File: src/hdl/ocd_defines.vh
// Constants for the programmable output clock divider: register map,
// field positions and reset values.
// Assumes a 12-bit APB byte address and 32-bit data words.
`ifndef OCD_DEFINES_VH
`define OCD_DEFINES_VH

// ==========================================================================
// Address map
// ==========================================================================
`define OCD_ADDR_W          12
`define OCD_CTRL_ADDR       12'h000
`define OCD_STAT_ADDR       12'h004
// Miscellaneous extension-bus peripheral range: 12'h100 .. 12'h1ff
`define OCD_MISC_PAGE       4'h1
`define OCD_DIV_ADDR        12'h100

// ==========================================================================
// Control register fields
// ==========================================================================
`define OCD_CTRL_CLOCK_OUTPUT_FUNCTION_EN  0
`define OCD_CTRL_XPER_EN    1
`define OCD_CTRL_MISC_EN    2
`define OCD_CTRL_RESET      3'h0

// ==========================================================================
// Status register fields
// ==========================================================================
`define OCD_STAT_RUNNING    0
`define OCD_STAT_BYPASS     1
`define OCD_STAT_REFUSED    2
`define OCD_STAT_LEVEL      3
`define OCD_STAT_FACTOR_LSB 8

// ==========================================================================
// Divider register
// ==========================================================================
`define OCD_DIV_RESET       8'h00

`endif

File: src/hdl/ocd_divider.v
// Clock divider core: counts system clock cycles and forms the divided
// output clock, taking a new factor or enable only at a period boundary.
// Assumes factor and enable come from registers on the same clock.
`timescale 1ns/100ps
`default_nettype none

module ocd_divider #(
  parameter DIV_W = 8
) (
  // Clock and reset
  input  wire             sys_clk,
  input  wire             resetn,
  // Requested setting
  input  wire             enable,
  input  wire [DIV_W-1:0] factor,
  // Divider state
  output reg              div_out,
  output reg              bypass,
  output reg              running,
  output reg  [DIV_W-1:0] active_factor
);

  // ========================================================================
  // Period counter
  // ========================================================================
  reg  [DIV_W-1:0] cnt;
  wire [DIV_W-1:0] half;
  wire [DIV_W-1:0] last;
  wire [DIV_W-1:0] cnt_inc;
  wire             boundary;
  wire             next_bypass;

  assign half        = active_factor >> 1;
  assign last        = active_factor - {{(DIV_W-1){1'b0}}, 1'b1};
  assign cnt_inc     = cnt + {{(DIV_W-1){1'b0}}, 1'b1};
  // Factors 0 and 1 both mean the undivided clock
  assign next_bypass = enable && (factor <= {{(DIV_W-1){1'b0}}, 1'b1});
  // In bypass every edge is a boundary, so a change lands at once
  assign boundary    = !running || bypass || (cnt == last);

  // Settings are sampled only here, so the pin shows no runt pulse but the sliver when bypass ends
  always @(posedge sys_clk or negedge resetn) begin
    if (!resetn) begin
      cnt           <= {DIV_W{1'b0}};
      div_out       <= 1'b0;
      bypass        <= 1'b0;
      running       <= 1'b0;
      active_factor <= {DIV_W{1'b0}};
    end else if (boundary) begin
      cnt           <= {DIV_W{1'b0}};
      active_factor <= factor;
      running       <= enable;
      bypass        <= next_bypass;
      div_out       <= enable && !next_bypass;
    end else begin
      cnt           <= cnt_inc;
      div_out       <= (cnt_inc < half);
    end
  end

endmodule // ocd_divider

`default_nettype wire

File: src/hdl/ocd_clock_output.v
// Programmable output clock divider: APB register slave plus the pin
// driver for the clock output function on a port pin.
// Assumes APB master on sys_clk and port logic that owns the pin while
// clk_out_oe is low.
`timescale 1ns/100ps
`default_nettype none
`include "ocd_defines.vh"

module ocd_clock_output #(
  parameter DIV_W = 8
) (
  // Clock and reset
  input  wire                    sys_clk,
  input  wire                    resetn,
  // APB slave
  input  wire                    psel,
  input  wire                    penable,
  input  wire                    pwrite,
  input  wire [`OCD_ADDR_W-1:0]  paddr,
  input  wire [31:0]             pwdata,
  input  wire [3:0]              pstrb,
  output wire                    pready,
  output reg  [31:0]             prdata,
  output reg                     pslverr,
  // Clock output pin
  output wire                    clk_out,
  output wire                    clk_out_oe
);

  // ========================================================================
  // Register state
  // ========================================================================
  // Control bits kept together in one software register
  reg              clock_output_enable_bit;
  reg              on_chip_extension_bus_peripheral_enable_bit;
  reg              misc_on_chip_extension_bus_range_enable_bit;
  // Division factor
  reg  [DIV_W-1:0] output_clock_divider_register;
  // Sticky flag: a factor write was refused while the bus was closed
  reg              div_write_refused;

  // ========================================================================
  // Divider core outputs
  // ========================================================================
  wire             div_out;
  wire             div_bypass;
  wire             div_running;
  wire [DIV_W-1:0] active_factor;

  // ========================================================================
  // APB decode
  // ========================================================================
  wire             apb_setup;
  wire             apb_access;
  wire             apb_write;
  wire             hit_ctrl;
  wire             hit_stat;
  wire             in_misc_range;
  wire             hit_div;
  wire             mapped;
  wire             div_unlocked;
  wire             div_write_ok;
  wire             div_write_bad;
  wire             byte0_en;

  // Zero wait states: every access completes in its first access cycle
  assign pready     = 1'b1;
  assign apb_setup  = psel && !penable;
  assign apb_access = psel && penable;
  assign apb_write  = apb_access && pwrite;

  // Core registers sit in the low page
  assign hit_ctrl = (paddr == `OCD_CTRL_ADDR);
  assign hit_stat = (paddr == `OCD_STAT_ADDR);

  // The factor lives in the miscellaneous range, not with the core
  // registers, so the page check comes first
  assign in_misc_range = (paddr[`OCD_ADDR_W-1:8] == `OCD_MISC_PAGE);
  assign hit_div       = in_misc_range && (paddr == `OCD_DIV_ADDR);

  // The miscellaneous range is only visible once opened by software
  assign div_unlocked  = on_chip_extension_bus_peripheral_enable_bit &&
                         misc_on_chip_extension_bus_range_enable_bit;
  assign mapped        = hit_ctrl || hit_stat || hit_div;

  // Byte lane 0 carries every writable bit
  assign byte0_en      = pstrb[0];

  assign div_write_ok  = apb_write && hit_div && div_unlocked;
  assign div_write_bad = apb_write && hit_div && !div_unlocked;

  // ========================================================================
  // Control register
  // ========================================================================
  // Writes take effect at the access edge, the only edge pready is sampled
  always @(posedge sys_clk or negedge resetn) begin
    if (!resetn) begin
      clock_output_enable_bit    <= 1'b0;
      on_chip_extension_bus_peripheral_enable_bit <= 1'b0;
      misc_on_chip_extension_bus_range_enable_bit <= 1'b0;
    end else if (apb_write && hit_ctrl && byte0_en) begin
      clock_output_enable_bit    <= pwdata[`OCD_CTRL_CLOCK_OUTPUT_FUNCTION_EN];
      on_chip_extension_bus_peripheral_enable_bit <= pwdata[`OCD_CTRL_XPER_EN];
      misc_on_chip_extension_bus_range_enable_bit <= pwdata[`OCD_CTRL_MISC_EN];
    end
  end

  // ========================================================================
  // Divider register
  // ========================================================================
  // A closed bus leaves the stored factor untouched; reading it answers with an error
  always @(posedge sys_clk or negedge resetn) begin
    if (!resetn) begin
      output_clock_divider_register <= `OCD_DIV_RESET;
    end else if (div_write_ok && byte0_en) begin
      output_clock_divider_register <= pwdata[DIV_W-1:0];
    end
  end

  // ========================================================================
  // Refused-write flag
  // ========================================================================
  // Cleared by writing one to its status bit; a new refusal in the same
  // cycle wins so that no event is lost
  always @(posedge sys_clk or negedge resetn) begin
    if (!resetn) begin
      div_write_refused <= 1'b0;
    end else if (div_write_bad) begin
      div_write_refused <= 1'b1;
    end else if (apb_write && hit_stat && byte0_en &&
                 pwdata[`OCD_STAT_REFUSED]) begin
      div_write_refused <= 1'b0;
    end
  end

  // ========================================================================
  // Read data and error answer
  // ========================================================================
  reg [31:0] next_prdata;
  reg        next_pslverr;

  // Reserved bits read zero; unmapped and refused accesses report an error
  always @* begin
    next_prdata  = 32'h0000_0000;
    next_pslverr = 1'b0;
    if (hit_ctrl) begin
      next_prdata[`OCD_CTRL_CLOCK_OUTPUT_FUNCTION_EN] = clock_output_enable_bit;
      next_prdata[`OCD_CTRL_XPER_EN]   = on_chip_extension_bus_peripheral_enable_bit;
      next_prdata[`OCD_CTRL_MISC_EN]   = misc_on_chip_extension_bus_range_enable_bit;
    end else if (hit_stat) begin
      next_prdata[`OCD_STAT_RUNNING] = div_running;
      next_prdata[`OCD_STAT_BYPASS]  = div_bypass;
      next_prdata[`OCD_STAT_REFUSED] = div_write_refused;
      next_prdata[`OCD_STAT_LEVEL]   = div_out;
      next_prdata[`OCD_STAT_FACTOR_LSB +: DIV_W] = active_factor;
    end else if (hit_div) begin
      if (div_unlocked) begin
        next_prdata[DIV_W-1:0] = output_clock_divider_register;
      end else begin
        next_pslverr = 1'b1;
      end
    end else if (!mapped) begin
      next_pslverr = 1'b1;
    end
  end

  // Registered in the setup cycle so the answer is valid in the access cycle
  always @(posedge sys_clk or negedge resetn) begin
    if (!resetn) begin
      prdata  <= 32'h0000_0000;
      pslverr <= 1'b0;
    end else if (apb_setup) begin
      prdata  <= pwrite ? 32'h0000_0000 : next_prdata;
      pslverr <= next_pslverr;
    end else if (apb_access) begin
      prdata  <= 32'h0000_0000;
      pslverr <= 1'b0;
    end
  end

  // ========================================================================
  // Divider core
  // ========================================================================
  // The core follows the enable bit and factor, applying both at a
  // period boundary
  ocd_divider #(
    .DIV_W         (DIV_W)
  ) u_divider (
    .sys_clk       (sys_clk),
    .resetn        (resetn),
    .enable        (clock_output_enable_bit),
    .factor        (output_clock_divider_register),
    .div_out       (div_out),
    .bypass        (div_bypass),
    .running       (div_running),
    .active_factor (active_factor)
  );

  // ========================================================================
  // Pin driver
  // ========================================================================
  // The undivided clock cannot come from a flop, so the pin is a mux of
  // the system clock and the divided flop. Bypass changes only at a rising
  // edge, which keeps the switch aligned to the clock; the one residual
  // sliver is when bypass ends while the clock is high.
  assign clk_out    = div_running && (div_bypass ? sys_clk
                                                 : div_out);
  // Pin released to the port logic while the function is off
  assign clk_out_oe = div_running;

endmodule // ocd_clock_output

`default_nettype wire

File: config.mk
export PLATFORM = sky130hd
export DESIGN_NAME = ocd_clock_output
export DESIGN_NICKNAME = d
export VERILOG_FILES = /design/src/hdl/ocd_divider.v /design/src/hdl/ocd_clock_output.v
export VERILOG_INCLUDE_DIRS = /design/src /design/src/hdl
export SDC_FILE = /design/constraint.sdc
export NUM_CORES = 1
export LEC_CHECK = 0
export ABC_CLOCK_PERIOD_IN_PS = 3200
export BUFFER_PORTS_ARGS = -buffer_cell sky130_fd_sc_hd__buf_4
export CAP_MARGIN = 15
export CELL_PAD_IN_SITES_DETAIL_PLACEMENT = 2
export CELL_PAD_IN_SITES_GLOBAL_PLACEMENT = 2
export CORE_MARGIN = 4
export CORE_UTILIZATION = 31
export DETAILED_ROUTE_END_ITERATION = 8
export PLACE_DENSITY = 0.82
export SETUP_SLACK_MARGIN = 0.3
export SLEW_MARGIN = 30
export SYNTH_ARGS = -nofsm -noshare
export SYNTH_HDL_FRONTEND = slang
export SYNTH_SLANG_ARGS = --single-unit
File: constraint.sdc
create_clock -name sys_clk -period 3.2 [get_ports sys_clk]
set_input_delay 0.32 -clock sys_clk [delete_from_list [all_inputs] [get_ports sys_clk]]
set_output_delay 0.32 -clock sys_clk [all_outputs]
set_load 0.03 [all_outputs]
==> insert_results.sql, run 1 <==
INSERT INTO impl_metrics (metric_group, metric, value, unit) VALUES
('route', 'drc_errors', '0', ''),
('synthesis', 'synth_top_flop_cell', 'sky130_fd_sc_hd__dfrtp_1', ''),
('outcome', 'status', 'completed', ''),
('timing', 'skew', '0.00946', 'ns'),
('die', 'placement_rows', '33', ''),
('timing', 'final_setup_fails', '0', ''),
('route', 'antenna_violating_nets_post_route', '0', ''),
('global_route', 'gr-total-overflow', '0', ''),
('power', 'ir_drop', '0.150', 'mV'),
('synthesis', 'synth.ff_latch_count', '48', ''),
('route', 'detail_route.wl_per_cell', '19.1', 'um'),
('global_route', 'first_global_vias', '2293', ''),
('synthesis', 'async_reset_ff_frac', '1.00', ''),
('timing', 'timing_worst_slew_pin_value', '0.615', 'ns'),
('route', 'first_pass_iters', '4', ''),
('die', 'floorplan.core_area', '8180', 'sq um'),
('global_route', 'grt_pass1_wl', '12.6', 'mm'),
('synthesis', 'synth_top_family_by_area', 'compound AO/OA/AOI/OAI gates', ''),
('die', 'top_level_ports', '89', ''),
('die', 'starting_density_of_the_core', '0.317', ''),
('worst_setup_path', 'critical_path.cell_chain', 'nor4_4 > nand2_1 > a32o_1 > or3_4 > a311oi_4 > buf_4 > mux2_4', ''),
('synthesis', 'post_synth_fa_ha_maj_area_fraction', '0.0386', ''),
('synthesis', 'post_synth_xor_area_fraction', '0.0473', ''),
('global_route', 'track_usage', '0.167', ''),
('run', 'timing.max_cap.violations', '0', ''),
('cells_and_area', 'postLayoutCoreUtil', '0.391', ''),
('route', 'num_vias', '1983', ''),
('timing', 'report.final.slew_viol_count', '0', ''),
('timing', 'final.period_utilization', '0.857', ''),
('timing', 'tns', '0', 'ns'),
('synthesis', 'syn_area', '2590', 'sq um'),
('worst_setup_path', 'crit_path_start_kind', 'flop', ''),
('clock_network', 'path_clk_slew', '0.10', 'ns'),
('cells_and_area', 'multiInputGateArea', '1240', 'sq um'),
('power', 'p_leak', '1.55', 'nW'),
('cells_and_area', 'antenna-diode-count', '0', ''),
('timing', 'post-route-min-period', '2.74', 'ns'),
('clock_network', 'tritoncts', 'built', ''),
('route', 'route.detailed.vias_per_inst', '4.99', ''),
('placement', 'dp_hpwl', '5.48', 'mm'),
('die', 'die_width', '99.5', 'um'),
('synthesis', 'synth.avg_cell_area', '10.9', 'sq um'),
('cells_and_area', 'register_area', '1200', 'sq um'),
('synthesis', 'synth.lib_cells_used.distinct', '44', ''),
('timing', 'hold_viol_final', '0', ''),
('synthesis', 'synth_compound_gate_area_share', '0.131', ''),
('cells_and_area', 'layout.cells.most_common', 'sky130_fd_sc_hd__buf_4', ''),
('power', 'total_power_density_per_cell_area', '415', 'nW/um^2'),
('die', 'die-area', '9900', 'sq um'),
('synthesis', 'ys.warnings.count', '0', ''),
('worst_hold_path', 'hp-class', 'in -> reg', ''),
('worst_setup_path', 'critical_path.max_stage_delay', '0.55', 'ns'),
('synthesis', 'synth_simple_gate_area_share', '0.127', ''),
('synthesis', 'synth_edf_count', '0', ''),
('cells_and_area', 'num-fill-cells', '896', ''),
('global_route', 'antenna_found_initial', '0', ''),
('worst_setup_path', 'crit_slowest_cell', 'sky130_fd_sc_hd__dfrtp_1', ''),
('synthesis', 'number_of_cells_produced_by_synthesis', '238', ''),
('timing', 'rsz0062_at_grt', 'no', ''),
('global_route', 'grt_max_degree', '49', ''),
('cells_and_area', 'final_layout_size_suffix_gt1_frac', '0.301', ''),
('worst_setup_path', 'critical_path_peak_fanout', '9', ''),
('route', 'detail_route.iter0.violations', '77', ''),
('worst_setup_path', 'cp_data_arrival_time', '3.04', 'ns'),
('timing', 'maxSlewHeadroom', '0.590', ''),
('timing', 'max_clock_freq', '365', 'MHz'),
('synthesis', 'synth_seq_area_share', '0.463', ''),
('placement', 'globalplace.congestion', '0.744', ''),
('clock_network', 'clk_latency', '0.42', 'ns'),
('cells_and_area', 'area.growth.synth_to_final', '23.2', '%'),
('die', 'die_h', '99.5', 'um'),
('worst_setup_path', 'worst_setup_path_end_kind', 'flop', ''),
('synthesis', 'muxShareOfSynthArea', '0.102', ''),
('route', 'wl', '7.60', 'mm'),
('placement', 'portBuffers', '44', ''),
('cells_and_area', 'layout.nets', '352', ''),
('cells_and_area', 'layout_common_cells', 'sky130_fd_sc_hd__buf_4, sky130_fd_sc_hd__dfrtp_1, sky130_fd_sc_hd__inv_1, sky130_fd_sc_hd__conb_1, sky130_fd_sc_hd__mux2_2', ''),
('worst_setup_path', 'critPathKind', 'reg -> reg', ''),
('worst_setup_path', 'critPathRequiredTime', '3.50', 'ns');
layout make-up:
type | count | area share
sequential | 48 | 0.376
tap | 105 | 0.0411
inverter | 17 | 0.0200
multi-input combinational | 165 | 0.387
timing repair buffer | 50 | 0.118
clock inverter | 3 | 0.0215
clock buffer | 9 | 0.0368
registers in the layout (all words and copies together), names as in the netlist:
signal	cells
div_write_refused	1
misc_on_chip_extension_bus_range_enable_bit	1
output_clock_divider_register	8
prdata	16
u_divider.running	1
clock_output_enable_bit	1
u_divider.active_factor	8
on_chip_extension_bus_peripheral_enable_bit	1
pslverr	1
u_divider.cnt	8
u_divider.bypass	1
u_divider.div_out	1
layer usage:
layer,track usage,share of wire
met5,0,0
met4,0.0683,0.017
met3,0.0372,0.036
met2,0.289,0.53
met1,0.200,0.42
what timing repair did:
| action | in CTS | in global routing |
|---|---|---|
| hold endpoints to repair | 48 | 0 |
| setup buffers | 2 | 0 |
| setup endpoints to repair | 6 | 2 |
| pin swaps | 1 | 0 |
| hold buffers | 1 | 0 |
| resized for setup | 3 | 1 |
per-stage QoR:
stage | setup WS, ns | cell area (sq um) | hold WS, ns | total power [mW] | cells
6_report | 0.459 | 3200 | 0.134 | 1.33 | 397
5_1_grt | 0.315 | 3200 | 0.123 | 1.39 | 397
4_1_cts | 0.451 | 3200 | 0.127 | 1.35 | 397
3_5_place_dp | 0.289 | 2980 | 0.380 | 0.709 | 383
3_3_place_gp | 0.402 | 2980 | 0.371 | 0.705 | 383
2_1_floorplan | 0.657 | 2650 | 0.0244 | 0.678 | 253
critical path: cells and delay by family (launching register included):
family	cells	cell delay (ns)
and+or+nand+nor	3	0.93
AOI/OAI and AO/OA	2	0.58
DFF	1	0.55
muxes	1	0.31
buffers and inverters	1	0.25
cells by family (layout without fill, tap and decap cells):
logic type,count (synthesis),count (layout)
AO/OA/AOI/OAI,43,43
other,2,17
buffers and inverters,40,79
adder cells (fa/ha/maj),8,8
AND/OR/NAND/NOR,61,61
multiplexers,22,22
XOR/XNOR,14,14
flip-flops,48,48
where the power goes:
group	switching (mW)	internal, mW
Sequential	0.00124	0.608
Combinational	0.0599	0.0280
Clock	0.236	0.395
Total	0.298	1.03
cells in the mapped netlist, types with 4 or more instances:
master | n | share of area
sky130_fd_sc_hd__mux2_2 | 15 | 0.065
sky130_fd_sc_hd__nand2_1 | 10 | 0.014
sky130_fd_sc_hd__and2_1 | 6 | 0.014
sky130_fd_sc_hd__o21ai_0 | 4 | 0.0077
sky130_fd_sc_hd__a22o_1 | 11 | 0.037
sky130_fd_sc_hd__buf_4 | 17 | 0.049
sky130_fd_sc_hd__nand3_1 | 6 | 0.012
sky130_fd_sc_hd__dfrtp_1 | 48 | 0.46
sky130_fd_sc_hd__ha_1 | 8 | 0.039
sky130_fd_sc_hd__mux2_4 | 5 | 0.029
sky130_fd_sc_hd__nor2_1 | 14 | 0.020
sky130_fd_sc_hd__a21oi_1 | 10 | 0.019
sky130_fd_sc_hd__xor2_1 | 5 | 0.017
sky130_fd_sc_hd__xnor2_1 | 9 | 0.030
sky130_fd_sc_hd__and3_1 | 5 | 0.012
sky130_fd_sc_hd__inv_1 | 17 | 0.025
worst paths after layout:
check	cells after the start	endpoint	from	slack, ns
worst max-delay path	7	u_divider.active_factor[1]	u_divider.active_factor[2]	0.46
worst max register to register	7	u_divider.active_factor[1]	u_divider.active_factor[2]	0.46
worst min register to register	1	prdata[7]	prdata[7]	0.52
worst min-delay path	2	output_clock_divider_register[7]	pwdata[7]	0.13
max in group asynchronous	2	u_divider.running	resetn	2.33
min in group asynchronous	2	prdata[13]	resetn	0.46
Power figures use the tool's default switching activity.
==> run 2, diff against run 1 <==
PLACE_DENSITY = unset   (was 0.82)
PLACE_DENSITY_LB_ADDON = 0.2   (was unset)
==> run 2 against run 1 <==
Against the previous run: wire length shrank 6.2%; clock skew down 0.0044 ns; power down 5.1%; core utilization shrank 0.70 points; design area is 1.8% lower; flip-flop and latch count unchanged; via count decreased by 1.8%; critical path depth is the same; sequential power barely moved; critical endpoint is now u_divider.active_factor[5]; highest routed layer unchanged.
==> insert_results.sql, run 2 (synthesized netlist as in run 1, its figures left out) <==
INSERT INTO impl_metrics (metric_group, metric, value, unit) VALUES
('clock_network', 'tritoncts', 'built', ''),
('cells_and_area', 'area.growth.synth_to_final', '21.0', '%'),
('worst_setup_path', 'critical_path.cell_chain', 'nor4_2 > nand2_1 > a32o_1 > or3_4 > a311oi_4 > buf_4 > mux2_2', ''),
('worst_setup_path', 'critical_path.max_stage_delay', '0.54', 'ns'),
('global_route', 'grt.met1_usage', '0.219', ''),
('timing', 'report.final.slew_viol_count', '0', ''),
('route', 'detail_route.iter0.violations', '73', ''),
('die', 'top_level_ports', '89', ''),
('worst_setup_path', 'worst_setup_path_end_kind', 'flop', ''),
('worst_setup_path', 'reg2reg_setup_slack', '0.45', 'ns'),
('placement', 'portBuffers', '44', ''),
('global_route', 'first_global_vias', '2166', ''),
('timing', 'final.period_utilization', '0.861', ''),
('route', 'drc_errors', '0', ''),
('worst_hold_path', 'hp-class', 'in -> reg', ''),
('route', 'num_vias', '1947', ''),
('route', 'first_pass_iters', '4', ''),
('cells_and_area', 'postLayoutCoreUtil', '0.384', ''),
('timing', 'finalWorstSetupSlack', '0.446', 'ns'),
('worst_setup_path', 'worst_r2r_startpoint', 'u_divider.active_factor[2]', ''),
('timing', 'timing_worst_slew_pin_value', '0.660', 'ns'),
('route', 'route.detailed.vias_per_inst', '4.94', ''),
('power', 'total_power_density_per_cell_area', '402', 'nW/um^2'),
('global_route', 'global_route.usage.met3', '0.0344', ''),
('global_route', 'met2_use_gr', '0.238', ''),
('worst_setup_path', 'critPathKind', 'reg -> reg', ''),
('outcome', 'status', 'completed', ''),
('cells_and_area', 'flip_flop_count_of_the_largest_register_all_copies_and_words_added', '16', ''),
('route', 'wl', '7.13', 'mm'),
('worst_hold_path', 'holdCritStartpoint', 'pwdata[7]', ''),
('cells_and_area', 'layout_common_cells', 'sky130_fd_sc_hd__dfrtp_1, sky130_fd_sc_hd__buf_4, sky130_fd_sc_hd__inv_1, sky130_fd_sc_hd__conb_1, sky130_fd_sc_hd__mux2_2', ''),
('clock_network', 'path_clk_slew', '0.10', 'ns'),
('die', 'die_width', '99.5', 'um'),
('worst_setup_path', 'setup.worst_path.start', 'u_divider.active_factor[2]', ''),
('worst_setup_path', 'path_buf_inv', '1', ''),
('worst_setup_path', 'crit_slowest_cell', 'sky130_fd_sc_hd__dfrtp_1', ''),
('power', 'p_leak', '1.51', 'nW'),
('worst_setup_path', 'path_depth', '7', ''),
('timing', 'tns', '0', 'ns'),
('die', 'floorplan.core_area', '8180', 'sq um'),
('placement', 'dp_hpwl', '5.29', 'mm'),
('global_route', 'gr-total-overflow', '0', ''),
('route', 'antenna_violating_nets_post_route', '0', ''),
('global_route', 'grt_pass1_wl', '11.9', 'mm'),
('cells_and_area', 'num-fill-cells', '919', ''),
('timing', 'rsz0062_at_grt', 'yes', ''),
('global_route', 'grt_max_degree', '49', ''),
('die', 'die_h', '99.5', 'um'),
('worst_setup_path', 'worst_setup_path_endpoint', 'u_divider.active_factor[5]', ''),
('timing', 'hold_viol_final', '0', ''),
('worst_setup_path', 'worst_path_dominant_cell_family', 'simple AND/OR/NAND/NOR gates', ''),
('die', 'starting_density_of_the_core', '0.317', ''),
('timing', 'final_setup_fails', '0', ''),
('route', 'detail_route.wl_per_cell', '18.1', 'um'),
('cells_and_area', 'antenna-diode-count', '0', ''),
('clock_network', 'cts.repair_timing.setup_buffer_count', '0', ''),
('worst_setup_path', 'critPathRequiredTime', '3.51', 'ns'),
('timing', 'skew', '0.00506', 'ns'),
('global_route', 'track_usage', '0.156', ''),
('worst_setup_path', 'critical_path_peak_fanout', '19', ''),
('cells_and_area', 'register_area', '1200', 'sq um'),
('run', 'timing.max_cap.violations', '0', ''),
('worst_setup_path', 'crit_path_start_kind', 'flop', ''),
('global_route', 'antenna_found_initial', '0', ''),
('cells_and_area', 'final_layout_size_suffix_gt1_frac', '0.294', ''),
('timing', 'maxSlewHeadroom', '0.559', ''),
('clock_network', 'clk_latency', '0.42', 'ns'),
('cells_and_area', 'multiInputGateArea', '1220', 'sq um'),
('cells_and_area', 'largest_register', 'prdata', ''),
('worst_setup_path', 'r2r_cells', '7', ''),
('worst_setup_path', 'worstReg2RegEnd', 'u_divider.active_factor[5]', ''),
('die', 'die-area', '9900', 'sq um'),
('placement', 'pre_cts_ws', '0.458', 'ns'),
('global_route', 'top_usage_layer', 'met2', ''),
('timing', 'max_clock_freq', '363', 'MHz'),
('placement', 'globalplace.congestion', '0.756', ''),
('timing', 'fin_worst_hold_slack', '0.128', 'ns'),
('worst_setup_path', 'cp_data_arrival_time', '3.07', 'ns'),
('die', 'placement_rows', '33', ''),
('cells_and_area', 'layout.nets', '349', ''),
('power', 'ir_drop', '0.175', 'mV'),
('timing', 'post-route-min-period', '2.75', 'ns');
run 2: cell types whose count changed in the layout (fill, tap and decap cells not counted), sizes merged:
cell	delta
buf	-3
bufinv	-1
clkinvlp	+1
run 2: area by class of cell:
type | instances | share of cell area
multi-input combinational | 165 | 0.389
sequential | 48 | 0.383
clock buffer | 9 | 0.0375
tap | 105 | 0.0418
inverter | 17 | 0.0203
clock inverter | 3 | 0.0147
timing repair buffer | 47 | 0.113
run 2: worst min path at each step:
| stage | end | slack (ns) | depth (start not counted) |
|---|---|---|---|
| floorplan | clock_output_enable_bit | 0.02 | 0 |
| global placement | prdata[0] | 0.38 | 1 |
| detailed placement | u_divider.active_factor[0] | 0.38 | 1 |
| CTS | output_clock_divider_register[7] | 0.12 | 2 |
| global route | output_clock_divider_register[7] | 0.11 | 2 |
| finish | output_clock_divider_register[7] | 0.13 | 2 |
run 2: power breakdown:
group | switching, mW | leakage (nW) | internal (mW)
Sequential | 0.00123 | 0.662 | 0.608
Clock | 0.250 | 0.0827 | 0.316
Combinational | 0.0586 | 0.763 | 0.0272
run 2: timing repair:
action                     in CTS  in global routing
hold buffers                    1                  0
gates resized for setup         0                  3
setup endpoints to repair       0                  9
hold endpoints to repair       48                  0
run 2: stage by stage:
stage / power (mW) / cells / cell area [sq um]
after floorplan: 0.678 / 253 / 2650
after detailed placement: 0.707 / 382 / 2970
after global placement: 0.706 / 382 / 2970
after global routing: 1.32 / 394 / 3140
final: 1.26 / 394 / 3140
after CTS: 1.28 / 394 / 3140
run 2: layer usage:
metal	up-vias	routed length (um)	share of wire
met1	994	3350	0.47
li1	899	-	-
met2	42	3430	0.48
met3	12	228	0.032
met4	0	123	0.017
met5	-	0	0
==> run 3, diff against run 2 <==
ABC_CLOCK_PERIOD_IN_PS = 3220   (was 3200)
CORE_UTILIZATION = 33   (was 31)
clock period = 3.22 ns   (was 3.2 ns; I/O delays follow)
==> run 3 against run 2 <==
Against the previous run: core utilization up 2.3 points; critical endpoint is now u_divider.active_factor[2]; maximum frequency rose by 0.34%; power is 6.5% lower; clock skew rose by 0.0038 ns; critical path depth grew 2; worst setup slack gained 0.029 ns; count of clock-buffer cells in the layout is 1 higher.
==> insert_results.sql, run 3 (synthesized netlist as in run 1, its figures left out) <==
INSERT INTO impl_metrics (metric_group, metric, value, unit) VALUES
('outcome', 'status', 'completed', ''),
('clock_network', 'path_clk_slew', '0.09', 'ns'),
('cells_and_area', 'layout.nets', '350', ''),
('route', 'drc_errors', '0', ''),
('placement', 'portBuffers', '44', ''),
('worst_hold_path', 'holdCritStartpoint', 'pwdata[6]', ''),
('timing', 'timing_worst_slew_pin_value', '0.726', 'ns'),
('worst_setup_path', 'cp_data_arrival_time', '3.03', 'ns'),
('global_route', 'grt_max_degree', '49', ''),
('route', 'route.detailed.vias_per_inst', '4.90', ''),
('timing', 'final_setup_fails', '0', ''),
('timing', 'maxSlewHeadroom', '0.504', ''),
('die', 'placement_rows', '32', ''),
('route', 'first_pass_iters', '4', ''),
('global_route', 'gr-total-overflow', '0', ''),
('worst_setup_path', 'reg2reg_setup_slack', '0.48', 'ns'),
('clock_network', 'tritoncts', 'built', ''),
('die', 'die-area', '9350', 'sq um'),
('cells_and_area', 'layout_common_cells', 'sky130_fd_sc_hd__dfrtp_1, sky130_fd_sc_hd__buf_4, sky130_fd_sc_hd__inv_1, sky130_fd_sc_hd__conb_1, sky130_fd_sc_hd__mux2_2', ''),
('power', 'ir_drop', '0.185', 'mV'),
('worst_setup_path', 'critPathKind', 'reg -> reg', ''),
('power', 'p_leak', '1.52', 'nW'),
('power', 'total_power_density_per_cell_area', '377', 'nW/um^2'),
('clock_network', 'clk_latency', '0.40', 'ns'),
('worst_setup_path', 'critPathRequiredTime', '3.51', 'ns'),
('placement', 'dp_hpwl', '5.08', 'mm'),
('route', 'wl', '6.61', 'mm'),
('route', 'num_vias', '1921', ''),
('worst_hold_path', 'hp-class', 'in -> reg', ''),
('worst_setup_path', 'setup.worst_path.start', 'u_divider.active_factor[0]', ''),
('die', 'starting_density_of_the_core', '0.338', ''),
('timing', 'max_clock_freq', '364', 'MHz'),
('die', 'top_level_ports', '89', ''),
('route', 'antenna_violating_nets_post_route', '0', ''),
('cells_and_area', 'antenna-diode-count', '0', ''),
('run', 'timing.max_cap.violations', '0', ''),
('clock_network', 'cts.repair_timing.setup_buffer_count', '0', ''),
('worst_setup_path', 'r2r_cells', '9', ''),
('worst_hold_path', 'cells_on_worst_hold_path', '2', ''),
('die', 'floorplan.core_area', '7690', 'sq um'),
('timing', 'tns', '0', 'ns'),
('timing', 'skew', '0.00882', 'ns'),
('die', 'die_h', '96.7', 'um'),
('cells_and_area', 'num-fill-cells', '847', ''),
('global_route', 'first_global_vias', '2141', ''),
('cells_and_area', 'area.growth.synth_to_final', '20.6', '%'),
('cells_and_area', 'largest_register', 'prdata', ''),
('timing', 'post-route-min-period', '2.74', 'ns'),
('route', 'detail_route.wl_per_cell', '16.9', 'um'),
('cells_and_area', 'register_area', '1200', 'sq um'),
('worst_setup_path', 'crit_path_start_kind', 'flop', ''),
('cells_and_area', 'final_layout_size_suffix_gt1_frac', '0.293', ''),
('timing', 'hold_viol_final', '0', ''),
('worst_setup_path', 'worstReg2RegEnd', 'u_divider.active_factor[2]', ''),
('placement', 'globalplace.congestion', '0.764', ''),
('die', 'die_width', '96.7', 'um'),
('global_route', 'grt_pass1_wl', '11.1', 'mm'),
('worst_setup_path', 'worst_r2r_startpoint', 'u_divider.active_factor[0]', ''),
('route', 'detail_route.iter0.violations', '53', ''),
('timing', 'final.period_utilization', '0.852', ''),
('placement', 'pre_cts_ws', '0.440', 'ns'),
('worst_setup_path', 'critical_path_peak_fanout', '10', ''),
('worst_setup_path', 'worst_setup_path_end_kind', 'flop', ''),
('timing', 'finalWorstSetupSlack', '0.476', 'ns'),
('timing', 'rsz0062_at_grt', 'no', ''),
('global_route', 'antenna_found_initial', '0', ''),
('global_route', 'track_usage', '0.147', ''),
('worst_hold_path', 'min_to', 'output_clock_divider_register[6]', ''),
('cells_and_area', 'flip_flop_count_of_the_largest_register_all_copies_and_words_added', '16', ''),
('timing', 'report.final.slew_viol_count', '0', ''),
('cells_and_area', 'multiInputGateArea', '1230', 'sq um');
-- run 3: how the worst max path moves through the flow --
stage / end / slack [ns] / depth (start not counted)
3_3_place_gp: u_divider.active_factor[0] / 0.46 / 7
5_1_grt: u_divider.active_factor[2] / 0.32 / 8
3_5_place_dp: u_divider.active_factor[2] / 0.44 / 7
2_1_floorplan: u_divider.active_factor[3] / 0.68 / 7
4_1_cts: u_divider.active_factor[2] / 0.43 / 7
6_report: u_divider.active_factor[2] / 0.48 / 9
-- run 3: area by class of cell --
cell class,count,area share
clock buffers,10,0.0420
clock inverters,2,0.00440
repair buffers,48,0.116
multi-input cells,165,0.393
flip-flops and latches,48,0.384
inverters,17,0.0204
well taps,102,0.0408
-- run 3: what timing repair did --
action | CTS | global route
setup endpoints to repair | 0 | 6
endpoints found under the hold margin | 48 | 0
gates resized for setup | 0 | 1
hold buffers | 1 | 0
-- run 3: metal layers --
metal / vias to the layer above / wire (um) / track usage
met4: 0 / 156 / 0.0637
met1: 952 / 3030 / 0.193
met2: 47 / 3190 / 0.233
met5: - / 0 / 0
li1: 907 / - / -
met3: 15 / 235 / 0.0332
-- run 3: power breakdown --
group	internal (mW)	switching [mW]	leakage, nW
Clock	0.256	0.233	0.0795
Combinational	0.0273	0.0572	0.774
Sequential	0.604	0.00125	0.663
Total	0.887	0.291	1.52
-- run 3: worst max-delay path, cell delays in order, from the launching register on --
cell	delay (ns)
sky130_fd_sc_hd__dfrtp_1	0.51
sky130_fd_sc_hd__inv_1	0.08
sky130_fd_sc_hd__ha_1	0.30
sky130_fd_sc_hd__nand2_1	0.11
sky130_fd_sc_hd__nor3_1	0.05
sky130_fd_sc_hd__a32o_1	0.28
sky130_fd_sc_hd__or3_4	0.38
sky130_fd_sc_hd__a311oi_4	0.34
sky130_fd_sc_hd__buf_4	0.26
sky130_fd_sc_hd__mux2_4	0.31
-- run 3: per-stage QoR --
stage / instance area, sq um / hold slack (ns) / total power, mW / std cells / utilization
3_3_place_gp: 2970 / 0.385 / 0.702 / 380 / 0.387
4_1_cts: 3120 / 0.140 / 1.20 / 392 / 0.406
5_1_grt: 3130 / 0.143 / 1.22 / 392 / 0.407
6_report: 3130 / 0.152 / 1.18 / 392 / 0.407
2_1_floorplan: 2650 / 0.0264 / 0.674 / 253 / -
3_5_place_dp: 2970 / 0.389 / 0.703 / 380 / 0.387
